`src/shared/mode_word_pkg.sv`:
```
/*
  Shared constants for the primary mode word decoder and the burst
  sequencer: field positions, code points, decoded values and command codes.
  Assumes a single memory clock domain; no reset value exists for the word.
*/
package mode_word_pkg;

  // ==========================================================================
  // field positions inside the mode word
  localparam int MODE_WIDTH = 14;
  localparam int BL_LSB = 0;
  localparam int BT_BIT = 3;
  localparam int CL_LSB = 4;
  localparam int TM_BIT = 7;
  localparam int DLL_BIT = 8;
  localparam int WR_LSB = 9;
  localparam int PD_BIT = 12;
  localparam int A13_BIT = 13;

  // ==========================================================================
  // burst length codes and beat counts
  localparam logic [2:0] BL_CODE_4 = 3'h2;
  localparam logic [2:0] BL_CODE_8 = 3'h3;
  localparam logic [2:0] LAST_BEAT_4 = 3'h3;
  localparam logic [2:0] LAST_BEAT_8 = 3'h7;

  // ==========================================================================
  // cas latency: codes 3..7 map to themselves, 1 to 8, 0 to 9, 2 reserved
  localparam logic [2:0] CL_CODE_RSVD = 3'h2;
  localparam logic [2:0] CL_CODE_8 = 3'h1;
  localparam logic [2:0] CL_CODE_9 = 3'h0;
  localparam logic [3:0] CL_CYC_8 = 4'h8;
  localparam logic [3:0] CL_CYC_9 = 4'h9;

  // ==========================================================================
  // write recovery: code n gives n+1 cycles, code 0 gives 9
  localparam logic [3:0] WR_CODE0_CYC = 4'h9;
  localparam logic [3:0] WR_CODE_OFFSET = 4'h1;

  // ==========================================================================
  // decoded commands from the control pins
  typedef enum logic [2:0] {
    CMD_NOP,
    CMD_MODE,
    CMD_READ,
    CMD_WRITE,
    CMD_TERM,
    CMD_OTHER
  } cmd_t;

  typedef enum logic {
    ST_IDLE,
    ST_BURST
  } burst_state_t;

endpackage

```
`src/core/mode_word_ctrl.sv`:
```
/*
  Primary mode word decoder and burst sequencer of the memory device.
  Assumes command pins are synchronous to clk, one command per clock, and a
  controller that keeps the mode-set timing and precharge preconditions.
*/
//
// Contract
// - only burst lengths four and eight are supported
// - length eight: full interleave, sequential wraps within each half
// - bit three of the mode word picks sequential or interleaved order
// - back-to-back reads or writes continue without any gap
// - length eight: only read-on-read or write-on-write may interrupt
// - no burst terminate command exists; its encoding is flagged and otherwise ignored
// - start position from column bits one-zero, or two-zero for eight
// - sequential order increments modulo four inside each half, the starting half first
// - interleaved order is start xor a counter from zero
// - write recovery code 1..7 gives 2..8 cycles, 0 gives 9
// - recovery plus precharge period sets auto-precharge write delay
// - bit thirteen exists on byte-wide parts only, written as zero
// - cas latency code decode, with code two reserved
// - bit eight set starts a dll reset
// - cas latency in bits four to six, order bit at three
// - write recovery field in bits nine to eleven
`timescale 1ns/1ps
`default_nettype none

module mode_word_ctrl
  import mode_word_pkg::*;
#(
  parameter bit BYTE_WIDE = 1'b1,
  parameter logic [3:0] PRECHARGE_CYCLES = 4'h4
) (
  input wire logic clk,
  input wire logic rst,
  input wire logic cs_n,
  input wire logic ras_n,
  input wire logic cas_n,
  input wire logic we_n,
  input wire logic [2:0] ba,
  input wire logic [13:0] addr,
  output logic mode_loaded,
  output logic burst_len8,
  output logic burst_order_select,
  output logic [3:0] cas_latency,
  output logic [3:0] write_recovery,
  output logic [4:0] autopre_delay,
  output logic powerdown_exit_speed,
  output logic test_select_bit,
  output logic dll_reset_pulse,
  output logic bl_code_reserved,
  output logic cl_code_reserved,
  output logic a13_error,
  output logic burst_active,
  output logic burst_is_write,
  output logic col_valid,
  output logic [2:0] col_index,
  output logic interrupt_error,
  output logic terminate_seen
);

  typedef struct packed {
    logic mode_loaded;
    logic bl8;
    logic interleave;
    logic [3:0] cl;
    logic [3:0] wr;
    logic [4:0] dal;
    logic pd_slow;
    logic tm;
    logic dll_rst;
    logic bl_rsvd;
    logic cl_rsvd;
    logic a13_err;
    burst_state_t state;
    logic is_write;
    logic [2:0] start;
    logic [2:0] beat;
    logic col_valid;
    logic [2:0] col;
    logic intr_err;
    logic term_seen;
  } st_t;

  st_t st_q;
  st_t st_d;
  cmd_t cmd;
  logic [2:0] ord_col;
  logic [2:0] last_beat;
  logic [2:0] cl_code;
  logic [2:0] wr_code;

  // ==========================================================================
  // command decode from the control pins
  function automatic cmd_t decode_cmd(input logic cs_n_i, input logic ras_n_i,
                                      input logic cas_n_i, input logic we_n_i,
                                      input logic [2:0] ba_i);
    cmd_t c;
    c = CMD_OTHER;
    if (cs_n_i) begin
      c = CMD_NOP;
    end else if ({ras_n_i, cas_n_i, we_n_i} == 3'h7) begin
      c = CMD_NOP;
    end else if ({ras_n_i, cas_n_i, we_n_i} == 3'h0) begin
      c = (ba_i == 3'h0) ? CMD_MODE : CMD_OTHER;
    end else if ({ras_n_i, cas_n_i, we_n_i} == 3'h5) begin
      c = CMD_READ;
    end else if ({ras_n_i, cas_n_i, we_n_i} == 3'h4) begin
      c = CMD_WRITE;
    end else if ({ras_n_i, cas_n_i, we_n_i} == 3'h6) begin
      c = CMD_TERM;
    end
    return c;
  endfunction

  assign cmd = decode_cmd(cs_n, ras_n, cas_n, we_n, ba);
  assign last_beat = st_q.bl8 ? LAST_BEAT_8 : LAST_BEAT_4;
  assign cl_code = addr[CL_LSB +: 3];
  assign wr_code = addr[WR_LSB +: 3];

  // column for the beat currently held in the sequencer
  burst_order_gen u_order (
    .start(st_q.start),
    .beat(st_q.beat),
    .bl8(st_q.bl8),
    .interleave(st_q.interleave),
    .col(ord_col)
  );

  // ==========================================================================
  // next state: mode word load and burst sequencing
  always_comb begin
    st_d = st_q;
    st_d.dll_rst = 1'b0;
    st_d.col_valid = (st_q.state == ST_BURST);
    st_d.col = ord_col;
    if (cmd == CMD_MODE) begin
      st_d.mode_loaded = 1'b1;
      // four or eight
      // a reserved code keeps the previous length, so bursts stay sized
      if (addr[BL_LSB +: 3] == BL_CODE_8) begin
        st_d.bl8 = 1'b1;
        st_d.bl_rsvd = 1'b0;
      end else if (addr[BL_LSB +: 3] == BL_CODE_4) begin
        st_d.bl8 = 1'b0;
        st_d.bl_rsvd = 1'b0;
      end else begin
        st_d.bl_rsvd = 1'b1;
      end
      st_d.interleave = addr[BT_BIT];
      st_d.cl_rsvd = (cl_code == CL_CODE_RSVD);
      if (cl_code == CL_CODE_9) begin
        st_d.cl = CL_CYC_9;
      end else if (cl_code == CL_CODE_8) begin
        st_d.cl = CL_CYC_8;
      end else begin
        st_d.cl = {1'b0, cl_code};
      end
      st_d.wr = (wr_code == 3'h0) ? WR_CODE0_CYC : 4'({1'b0, wr_code} + WR_CODE_OFFSET);
      st_d.dal = 5'({1'b0, st_d.wr} + {1'b0, PRECHARGE_CYCLES});
      st_d.tm = addr[TM_BIT];
      st_d.dll_rst = addr[DLL_BIT];
      st_d.pd_slow = addr[PD_BIT];
      // bit thirteen
      // on the word-wide part the pin does not exist and is ignored
      st_d.a13_err = BYTE_WIDE && addr[A13_BIT];
      st_d.intr_err = 1'b0;
      st_d.term_seen = 1'b0;
    end
    if (cmd == CMD_TERM) begin
      st_d.term_seen = 1'b1;
    end
    case (st_q.state)
      ST_IDLE: begin
        if (cmd == CMD_READ || cmd == CMD_WRITE) begin
          st_d.state = ST_BURST;
          st_d.is_write = (cmd == CMD_WRITE);
          st_d.start = addr[2:0];
          st_d.beat = 3'h0;
        end
      end
      ST_BURST: begin
        if (st_q.beat == last_beat) begin
          if (cmd == CMD_READ || cmd == CMD_WRITE) begin
            st_d.is_write = (cmd == CMD_WRITE);
            st_d.start = addr[2:0];
            st_d.beat = 3'h0;
          end else begin
            st_d.state = ST_IDLE;
          end
        end else begin
          st_d.beat = 3'(st_q.beat + 3'h1);
          if (st_q.bl8 && ((cmd == CMD_READ && !st_q.is_write) ||
                           (cmd == CMD_WRITE && st_q.is_write))) begin
            st_d.start = addr[2:0];
            st_d.beat = 3'h0;
          end else if (cmd == CMD_READ || cmd == CMD_WRITE || cmd == CMD_MODE) begin
            // short burst and opposite-type interrupt protected
            // an intruding read or write is dropped and the burst runs on; a mode word still loads
            st_d.intr_err = 1'b1;
          end
        end
      end
      default: begin
        st_d.state = ST_IDLE;
      end
    endcase
  end

  // ==========================================================================
  // state register; mode fields have no defined value, zero chosen
  always_ff @(posedge clk or posedge rst) begin
    if (rst) begin
      st_q <= '0;
    end else begin
      st_q <= st_d;
    end
  end

  // outputs straight from the state register
  assign mode_loaded = st_q.mode_loaded;
  assign burst_len8 = st_q.bl8;
  assign burst_order_select = st_q.interleave;
  assign cas_latency = st_q.cl;
  assign write_recovery = st_q.wr;
  assign autopre_delay = st_q.dal;
  assign powerdown_exit_speed = st_q.pd_slow;
  assign test_select_bit = st_q.tm;
  assign dll_reset_pulse = st_q.dll_rst;
  assign bl_code_reserved = st_q.bl_rsvd;
  assign cl_code_reserved = st_q.cl_rsvd;
  assign a13_error = st_q.a13_err;
  assign burst_active = (st_q.state == ST_BURST);
  assign burst_is_write = st_q.is_write;
  assign col_valid = st_q.col_valid;
  assign col_index = st_q.col;
  assign interrupt_error = st_q.intr_err;
  assign terminate_seen = st_q.term_seen;
endmodule

`default_nettype wire

```
`src/core/burst_order_gen.sv`:
```
/*
  Column order generator for one beat of a burst.
  Assumes start and beat are stable registered values; purely combinational.
*/
`timescale 1ns/1ps
`default_nettype none

module burst_order_gen (
  input wire logic [2:0] start,
  input wire logic [2:0] beat,
  input wire logic bl8,
  input wire logic interleave,
  output logic [2:0] col
);

  logic [2:0] cnt;
  logic [2:0] seq_col;

  // ==========================================================================
  // order arithmetic
  // a short burst never flips the half, so the counter top bit is masked
  assign cnt = {bl8 & beat[2], beat[1:0]};

  // nibble wrap
  // sequential wraps modulo four inside a half, then walks the other half
  assign seq_col = {start[2] ^ cnt[2], 2'(start[1:0] + cnt[1:0])};

  assign col = interleave ? (start ^ cnt) : seq_col;

endmodule

`default_nettype wire

```
`config.mk`:
```
export PLATFORM = sky130hd
export DESIGN_NAME = mode_word_ctrl
export DESIGN_NICKNAME = d
export VERILOG_FILES = /design/src/shared/mode_word_pkg.sv /design/src/core/mode_word_ctrl.sv /design/src/core/burst_order_gen.sv
export SDC_FILE = /design/constraint.sdc
export NUM_CORES = 1
export LEC_CHECK = 0
export ABC_CLOCK_PERIOD_IN_PS = 1700
export BUFFER_PORTS_ARGS = -buffer_cell sky130_fd_sc_hd__buf_4
export CORE_AREA = 2 2 68 63
export DETAILED_ROUTE_END_ITERATION = 10
export DIE_AREA = 0 0 70 65
export PLACE_DENSITY = 0.8
export SKIP_CTS_REPAIR_TIMING = 1
export SYNTH_ARGS = -nofsm -noshare
export SYNTH_HDL_FRONTEND = slang
export SYNTH_HIERARCHICAL = 1
export SYNTH_SLANG_ARGS = --single-unit
export TNS_END_PERCENT = 5
```
`constraint.sdc`:
```
create_clock -name clk -period 1.7 [get_ports clk]
set_clock_uncertainty 0.2 [all_clocks]
set_input_delay 0.085 -clock clk [delete_from_list [all_inputs] [get_ports clk]]
set_output_delay 0.085 -clock clk [all_outputs]
set_load 0.02 [all_outputs]
```
## After elaboration in Yosys (flattened, before gate mapping)

Cells that the tools add are included.
Widths: inputs -> output; s select.

- Flip-flop bits (word level): 36
- Input bits: 23
- Output and inout port bits: 30
- Logic and storage cells: 93

- Add/sub/neg operators: 4
- Equality and inequality tests: 18
- Mux-type cells: 30
- Bitwise gates (word level): 4
- Reduce and logical (&&, ||, !) cells: 17

Operators with widths:

| kind | count |
|---|---|
| $mux 3 | 8 |
| $mux 4 | 4 |
| $pmux 8 s2 | 1 |
| $eq 3x2->1 const B | 5 |
| $eq 3x3->1 const B | 5 |
| $logic_not 3->1 | 4 |
| $mux 6 | 2 |
| $mux 1 | 11 |
| $mux 8 | 1 |
| $mux 7 | 1 |
| $eq 3x1->1 const B | 2 |
| $reduce_and 3->1 | 2 |
| $add 4x3->5 const B | 1 |
| $add 3x1->4 const B | 1 |
| $mux 2 | 2 |
| $ne 2x1->1 const B | 2 |
| $reduce_and 2->1 | 2 |
| $reduce_bool 2->1 | 2 |
| $add 3x1->3 const B | 1 |
| $eq 3x3->1 | 1 |
| $logic_and 1x1->1 | 3 |
| $logic_or 1x1->1 | 3 |
| $ne 3x1->1 const B | 1 |
| $ne 3x3->1 const B | 1 |
| 7 further kinds | 7 |

## Longest topological paths before layout

Gate-level depths: netlist (run 1).

- Depth in word-level cells: 14
- Gate-level depth with buffers: 7
- Mapped depth without buffers: 7

## Cells and area by module

The synthesis (run 1) kept the hierarchy.

Modules (own cells, without submodules):

| module | instances | cells each | area an instance (um^2) | seq. area each (um^2) |
|---|---|---|---|---|
| mode_word_ctrl | 1 | 160 | 1,607.8 | 850.8 |
| burst_order_gen | 1 | 7 | 52.6 | 0.0 |

## Least setup slack after synthesis (run 1)

No wires, ideal clock.

- Kind: input -> register
- Start point: in we_n
- End point: reg st_q (netlist bit burst_len8)
- Setup time: 0.128 ns
- Arrival: 1.583 ns
- Required time: 1.372 ns
- Path slack: -0.210 ns
- Stages: 5
- Buffers on the path: 1
- Cell sequence: or4_4 > or3_1 > buf_6 > nor3b_4 > mux2_1

- Cells in the longest elaborated chain, start to end: 9
- Elaborated cells on any way between the ends: 13
- Classes of those cells: eq/ne: 5; mux: 6; reduce/logical: 2

RTL lines:

| element | line | RTL |
|---|---|---|
| start, declared | mode_word_ctrl.sv:38 | `input wire logic we_n,` |
| $eq 3x3->1 | mode_word_ctrl.sv:109 | `end else if ({ras_n_i, cas_n_i, we_n_i} == 3'h6) begin` |
| $mux 1 | mode_word_ctrl.sv:109 |  |
| $mux 3 | mode_word_ctrl.sv:107 | `end else if ({ras_n_i, cas_n_i, we_n_i} == 3'h4) begin` |
| $mux 3 | mode_word_ctrl.sv:105 | `end else if ({ras_n_i, cas_n_i, we_n_i} == 3'h5) begin` |
| $mux 3 | mode_word_ctrl.sv:103 | `end else if ({ras_n_i, cas_n_i, we_n_i} == 3'h0) begin` |
| $mux 3 (*) | mode_word_ctrl.sv:101 | `end else if ({ras_n_i, cas_n_i, we_n_i} == 3'h7) begin` |
| $mux 3 (*) | mode_word_ctrl.sv:99 | `if (cs_n_i) begin` |
| $eq 3x1->1 (*) | mode_word_ctrl.sv:136 | `if (cmd == CMD_MODE) begin` |
| $reduce_and 2->1 (no line) (*) | - |  |
| end signal, assigned | mode_word_ctrl.sv:215 | `st_q <= st_d;` |
| end, declared | mode_word_ctrl.sv:84 | `st_t st_q;` |

Mark *: on every way between the ends. The rest lies on a longest branch, timed or not.
A chain may end at the register's enable or synchronous reset.

## Worst setup path in the final report (run 1)

Ends and elaborated chain as after synthesis.

==> results.toml, run 1 <==
[synthesis]
synthDistinctLibCells = 38
synth-warning-count = 6
synth.top_cell.area_share_pct = 51.2
synth_async_sr_flop_share_pct = 100
syn_avg_cell_area_um2 = 9.94
synthesis.area_um2 = 1660
dominantRegCellSynth = "sky130_fd_sc_hd__dfrtp_1"
yosysTopAreaCell = "sky130_fd_sc_hd__dfrtp_1"
post_synth_main_area_contributors = "sky130_fd_sc_hd__dfrtp_1 (51%), sky130_fd_sc_hd__nand2_1 (8.6%), sky130_fd_sc_hd__buf_4 (7.2%)"
postSynthNetCount = 195
postSynthCellCount = 167
seq_area_frac_synth_pct = 51.2
synth-seq-cells = 34
number_of_enable_type_register_cells_in_the_synthesized_netlist = 0

[clock_network]
insertion_delay_ns = 0.28
cts.sinks = 34
cts_buffers = 5
max-clock-path-buffers = 2
clock_pin_slew_on_the_worst_setup_and_hold_paths_ns = 0.06
tritoncts = "yes"
h-tree-depth = 2
root_buffer = "sky130_fd_sc_hd__clkbuf_8"

[global_route]
grt_max_degree = 35
grt.overflow.total = 0
grt_first_pass_wirelength_mm = 6.18
track_usage_pct = 17.6
via_count_of_the_first_global_routing_pass = 1334
initial_antenna_violation_count = 0

[hold_path]
timing.hold.worst.class = "in -> reg"
min_delay_path_depth = 4

[sta]
fin_crit_sh_pct = 97.4
slew_headroom_pct = 70.1
fmax_ghz = 0.604
finalWorstSetupSlack_ns = 0.0448
grt_setup_unrepaired = "true"
setup_viol = 0
report.final.slew_viol_count = 0
hold_violations = 1
final_critical_path_required_period_ns = 1.66
hold_ws_ns = -0.0443
worst_pin_slew_ns = 0.448

[finish]
layout-area-overhead-vs-synth_pct = 43.2
antenna_cells_inserted = 0
final_layout_size_suffix_gt1_share_pct = 38.0
fin_nets = 270
final_design_area_no_fill_um2 = 2380

[placement]
dp_hpwl_mm = 2.70
place_worst_setup_slack_ns = -0.284
gp_weighted_congestion = 0.846
placed_cell_area_um2 = 2120
port-buffer-count = 52

[die]
floorplan.initialDensity_pct = 42.5
core_area_um2 = 3910
ios = 53
rows = 22
floorplan.die.width_um = 70
die-area_um2 = 4550
die_h_um = 65

[setup_path]
timing.reg2reg.setup_slack_ns = 0.06
ff2ff_path_depth = 5
cp_top_family = "simple AND/OR/NAND/NOR gates"
timing.critical_path.slowest_cell_delay_ns = 0.53
crit_buf_inv = 1
worstSetupPathDepth = 5
critical_path_peak_fanout = 2
path_class = "in -> reg"
crit_slowest_cell = "sky130_fd_sc_hd__or4_4"
ordered_list_of_cells_on_the_worst_path = "buf_4 -> or4_4 -> or3_4 -> nor3b_4 -> mux2_1"
critical_path.endpoint_type = "flip-flop"
required_time_reported_for_the_critical_path_endpoint_ns = 1.67
worst_setup_path_start_kind = "input port"
worst_ep_arrival_time_ns = 1.62

[route]
drt-vias-per-instance = 4.81
remaining_number_of_nets_flagged_by_the_antenna_check_after_routing = 0
route.detailed.drc = 0
detail_route.iter0.violations = 55
route.final.wire_length_mm = 3.94
drtPass1Iterations = 4
avgRoutedWirePerCell_um = 13.6
routed-via-count = 1395

[power_and_ir_drop]
p_per_area_nw_per_um2 = 1200
power.leakage_nw = 1.22
ir_drop_uv = 830
fin_total_pwr_w = 0.00285

[outcome]
failed_checks = "hold timing"
outcome = "finished with violations"

[job]
cap_violations = 0
-- cell usage after synthesis, types with 2 or more instances --
cell and count:
sky130_fd_sc_hd__buf_4 16, sky130_fd_sc_hd__mux2_2 4, sky130_fd_sc_hd__nor3b_1 2, sky130_fd_sc_hd__inv_1 4, sky130_fd_sc_hd__xnor2_1 4, sky130_fd_sc_hd__nor2_1 12
sky130_fd_sc_hd__xor2_1 2, sky130_fd_sc_hd__ha_1 5, sky130_fd_sc_hd__clkbuf_1 2, sky130_fd_sc_hd__nor2b_1 2, sky130_fd_sc_hd__o21ai_1 2, sky130_fd_sc_hd__nand2_1 38
sky130_fd_sc_hd__nand2b_1 2, sky130_fd_sc_hd__nand3_1 7, sky130_fd_sc_hd__nor3_1 2, sky130_fd_sc_hd__a31oi_1 2, sky130_fd_sc_hd__o21ai_0 6, sky130_fd_sc_hd__dfrtp_1 34
sky130_fd_sc_hd__and3_1 2
-- cell type report --
cell class | count | area (µm²)
Clock buffer | 7 | 76.3
Fill cell | 342 | 1530
Inverter | 4 | 15.0
Multi-Input combinational cell | 109 | 674
Sequential cell | 34 | 851
Tap cell | 48 | 60.1
Timing Repair Buffer | 88 | 701
-- metrics by stage --
step | hold slack (ns) | instances | utilization, % | setup TNS [ns]
final | -0.0443 | 290 | 60.8 | 0
after global routing | 0.0232 | 290 | 60.8 | -0.0765
after CTS | -0.283 | 274 | 56.1 | -0.0177
after detailed placement | 0.0230 | 267 | 54.2 | -1.67
after global placement | 0.00858 | 267 | 54.2 | -1.42
after floorplan | -0.0190 | 167 | - | -0.485
-- final timing paths --
check	startpoint	endpoint
setup / recovery	we_n	burst_len8
hold / removal	cs_n	terminate_seen
setup reg to reg	burst_is_write	st_q[8]
hold reg to reg	mode_loaded	mode_loaded
max in group asynchronous	rst	mode_loaded
min in group asynchronous	rst	terminate_seen
-- power by group --
part           internal (W)  total, W  leakage [nW]  switching (W)
sequential          0.00102   0.00115         0.426       0.000135
clock              0.000282  0.000561        0.0383       0.000280
combinational      0.000570   0.00114         0.752       0.000565
total               0.00187   0.00285          1.22       0.000980
-- worst register-to-register path, cell delays in order (launching register included) --
cell and delay [ns]:
sky130_fd_sc_hd__dfrtp_1 0.40, sky130_fd_sc_hd__xor2_2 0.20, sky130_fd_sc_hd__nand3_2 0.14, sky130_fd_sc_hd__buf_4 0.17, sky130_fd_sc_hd__a31o_2 0.23, sky130_fd_sc_hd__a32o_1 0.20
-- metal layers --
metal	global-route usage, %	wire length (µm)
met5	0	0
met4	8.89	99
met3	4.04	169
met2	28.9	1970
met1	21.9	1700
-- kinds of logic (layout without fill, tap and decap cells) --
logic type | Yosys count | count (layout) | share of synthesized area (%)
mux | 5 | 5 | 3.39
compound gates | 19 | 19 | 7.76
fa+ha+maj | 5 | 5 | 3.77
xor+xnor | 6 | 6 | 3.17
simple gates | 74 | 74 | 21.1
flops | 34 | 34 | 51.2
buf+inv | 24 | 99 | 9.57
-- flip-flops by register name, summed over array words and instances, names as in the netlist, 3 cells and up --
register,flops
autopre_delay,3
write_recovery,4
cas_latency,4
col_index,3
st_q,6
-- placed cells by master, fill, tap and decap left out, drive strengths merged, types with 3 or more instances in the layout --
master / Yosys / routed
buf: 18 / 72
clkbuf: 2 / 7
dfrtp: 34 / 34
dlygate4sd3: 0 / 16
ha: 5 / 5
inv: 4 / 4
mux2: 5 / 5
nand2: 38 / 38
nand3: 7 / 7
nor2: 12 / 12
nor3: 3 / 3
nor3b: 3 / 3
o21ai: 8 / 8
xnor2: 4 / 4
(Power assumes the default switching activity.)
==> run 2: changes to the inputs <==
ABC_AREA = 1   (was not set)
CORE_AREA = 2 2 69 65   (was 2 2 68 63)
DIE_AREA = 0 0 71 67   (was 0 0 70 65)
==> results.toml, run 2 <==
[outcome]
outcome = "finished with violations"
failed_checks = "hold timing"

[die]
ios = 53
floorplan.initialDensity_pct = 43.9
die-area_um2 = 4760
floorplan.die.width_um = 71
rows = 22
core_area_um2 = 3990
die_h_um = 67

[setup_path]
timing.rr.end = "st_q[9]"
r2r_start = "st_q[7]"
required_time_reported_for_the_critical_path_endpoint_ns = 1.67
worst_setup_path_start_kind = "flip-flop"
critical_path.endpoint_type = "flip-flop"
ff2ff_path_depth = 8
worst_setup_path_startpoint = "st_q[7]"
path_class = "reg -> reg"
cp-endpoint = "st_q[9]"
worst_ep_arrival_time_ns = 1.48
timing.reg2reg.setup_slack_ns = 0.20
critical_path_peak_fanout = 6

[finish]
final_design_area_no_fill_um2 = 2290
largest_register_ff_count = 6
most-common-layout-cells = "sky130_fd_sc_hd__nand2_1 (70), sky130_fd_sc_hd__buf_4 (56), sky130_fd_sc_hd__dfrtp_1 (34)"
final_layout_size_suffix_gt1_share_pct = 29.9
layout-area-overhead-vs-synth_pct = 30.7
fin_nets = 295
layout_commonest_cell = "sky130_fd_sc_hd__nand2_1"
antenna_cells_inserted = 0
top_register = "st_q"
final.fill_count = 367

[power_and_ir_drop]
power.leakage_nw = 1.30
pint_w = 0.00186
netSwitchingPower_w = 0.00114
combinationalPowerShare_pct = 39.7
seqPwrFrac_pct = 40.1
ir_drop_uv = 557
switching_share_pct = 38.0
p_per_area_nw_per_um2 = 1310
power.share.clock_pct = 20.2

[synthesis]
synthesis.area_um2 = 1750
post_synth_main_area_contributors = "sky130_fd_sc_hd__dfrtp_1 (49%), sky130_fd_sc_hd__nand2_1 (15%), sky130_fd_sc_hd__buf_4 (7.3%)"
synth-seq-cells = 34
synth_async_sr_flop_share_pct = 100
yosysTopAreaCell = "sky130_fd_sc_hd__dfrtp_1"
synthDistinctLibCells = 24
number_of_enable_type_register_cells_in_the_synthesized_netlist = 0
yosysMostFrequentCell = "sky130_fd_sc_hd__nand2_1"
post_synth_most_frequent_cells = "sky130_fd_sc_hd__nand2_1 (70), sky130_fd_sc_hd__dfrtp_1 (34), sky130_fd_sc_hd__inv_1 (25)"
dominantRegCellSynth = "sky130_fd_sc_hd__dfrtp_1"
seq_area_frac_synth_pct = 48.5
synth-warning-count = 6
postSynthNetCount = 240
synth.top_cell.area_share_pct = 48.5
syn_avg_cell_area_um2 = 8.27
postSynthCellCount = 212

[placement]
dp_hpwl_mm = 2.59
port-buffer-count = 52
gp_weighted_congestion = 0.788
placed_cell_area_um2 = 2080
place_worst_setup_slack_ns = 0.203

[sta]
setup_viol = 0
final.setup.tns_ns = 0
worst_pin_slew_ns = 0.427
grt_setup_unrepaired = "false"
final_critical_path_required_period_ns = 1.50
fin_crit_sh_pct = 88.5
slew_headroom_pct = 71.5
hold_violations = 3
hold_ws_ns = -0.0283
fmax_ghz = 0.665
finalWorstSetupSlack_ns = 0.196
report.final.slew_viol_count = 0

[global_route]
grt_first_pass_wirelength_mm = 6.02
track_usage_pct = 16.5
grt.overflow.total = 0
grt_max_degree = 35
initial_antenna_violation_count = 0
via_count_of_the_first_global_routing_pass = 1365

[route]
drt-vias-per-instance = 4.54
detail_route.iter0.violations = 136
avgRoutedWirePerCell_um = 11.4
route.detailed.drc = 0
remaining_number_of_nets_flagged_by_the_antenna_check_after_routing = 0
drtPass1Iterations = 4
route.final.wire_length_mm = 3.59
routed-via-count = 1436

[clock_network]
clock_pin_slew_on_the_worst_setup_and_hold_paths_ns = 0.06
cts.sinks = 34
cts_buffers = 5
h-tree-depth = 2
max-clock-path-buffers = 2
insertion_delay_ns = 0.28
root_buffer = "sky130_fd_sc_hd__clkbuf_8"
tritoncts = "yes"

[job]
cap_violations = 0

[hold_path]
min_delay_path_depth = 5
timing.hold.worst.class = "in -> reg"
==> run 2: final cells by class <==
type                            count  area (µm²)  area share [%]
Sequential cell                    34         851            37.1
Clock buffer                        7        86.3            3.77
Inverter                           31         118            5.13
Clock inverter                      1        5.00           0.218
Timing Repair Buffer               68         541            23.6
Tap cell                           48        60.1            2.62
Multi-Input combinational cell    127         632            27.6
==> run 2: cell families after synthesis <==
group,after synthesis,share of synthesized area [%]
flip-flops,34,48.5
adder cells (fa/ha/maj),5,3.57
buffers and inverters,51,15.5
AO/OA/AOI/OAI,14,4.49
XOR/XNOR,3,1.50
AND/OR/NAND/NOR,105,26.5
==> run 2: power groups by stage <==
stage / Combinational [W] / Sequential, W / Clock, W
after floorplan: 0.000787 / 0.00127 / 0
after global placement: 0.00114 / 0.00120 / 0
after detailed placement: 0.00117 / 0.00121 / 0
after CTS: 0.00118 / 0.00120 / 0.000631
after global routing: 0.00132 / 0.00123 / 0.000674
final: 0.00119 / 0.00120 / 0.000605
==> run 2: stage by stage <==
stage	total power [W]	util [%]	std cells	hold WS, ns
after floorplan	0.00206	-	212	-0.00877
after global routing	0.00322	57.4	316	-0.0135
after CTS	0.00301	54.4	304	-0.287
after detailed placement	0.00238	52.1	296	0.0199
after global placement	0.00234	52.1	296	0.0110
final	0.00299	57.4	316	-0.0283
==> run 2: metal layers <==
metal / vias to the layer above / share of wire [%] / global-route usage (%)
met5: - / 0 / 0
met4: 0 / 1.3 / 5.66
met3: 5 / 5.9 / 5.45
met2: 45 / 47 / 25.7
met1: 646 / 46 / 21.5
li1: 740 / - / -
==> run 2: worst min-delay path by stage <==
stage                     startpoint                to
after floorplan              addr[8]   dll_reset_pulse
after global placement           rst  autopre_delay[4]
after detailed placement         rst  autopre_delay[3]
after CTS                        rst      col_index[1]
after global routing         addr[1]          st_q[10]
final                        addr[1]          st_q[10]
==> run 2: worst max-delay path, cell delays in order (launching register included) <==
cell,delay (ns)
sky130_fd_sc_hd__dfrtp_1,0.42
sky130_fd_sc_hd__ha_1,0.24
sky130_fd_sc_hd__nand3_2,0.10
sky130_fd_sc_hd__nand2_2,0.08
sky130_fd_sc_hd__clkinv_2,0.08
sky130_fd_sc_hd__nand2_4,0.10
sky130_fd_sc_hd__nand2_2,0.07
sky130_fd_sc_hd__nand2_1,0.06
sky130_fd_sc_hd__nand2_1,0.05
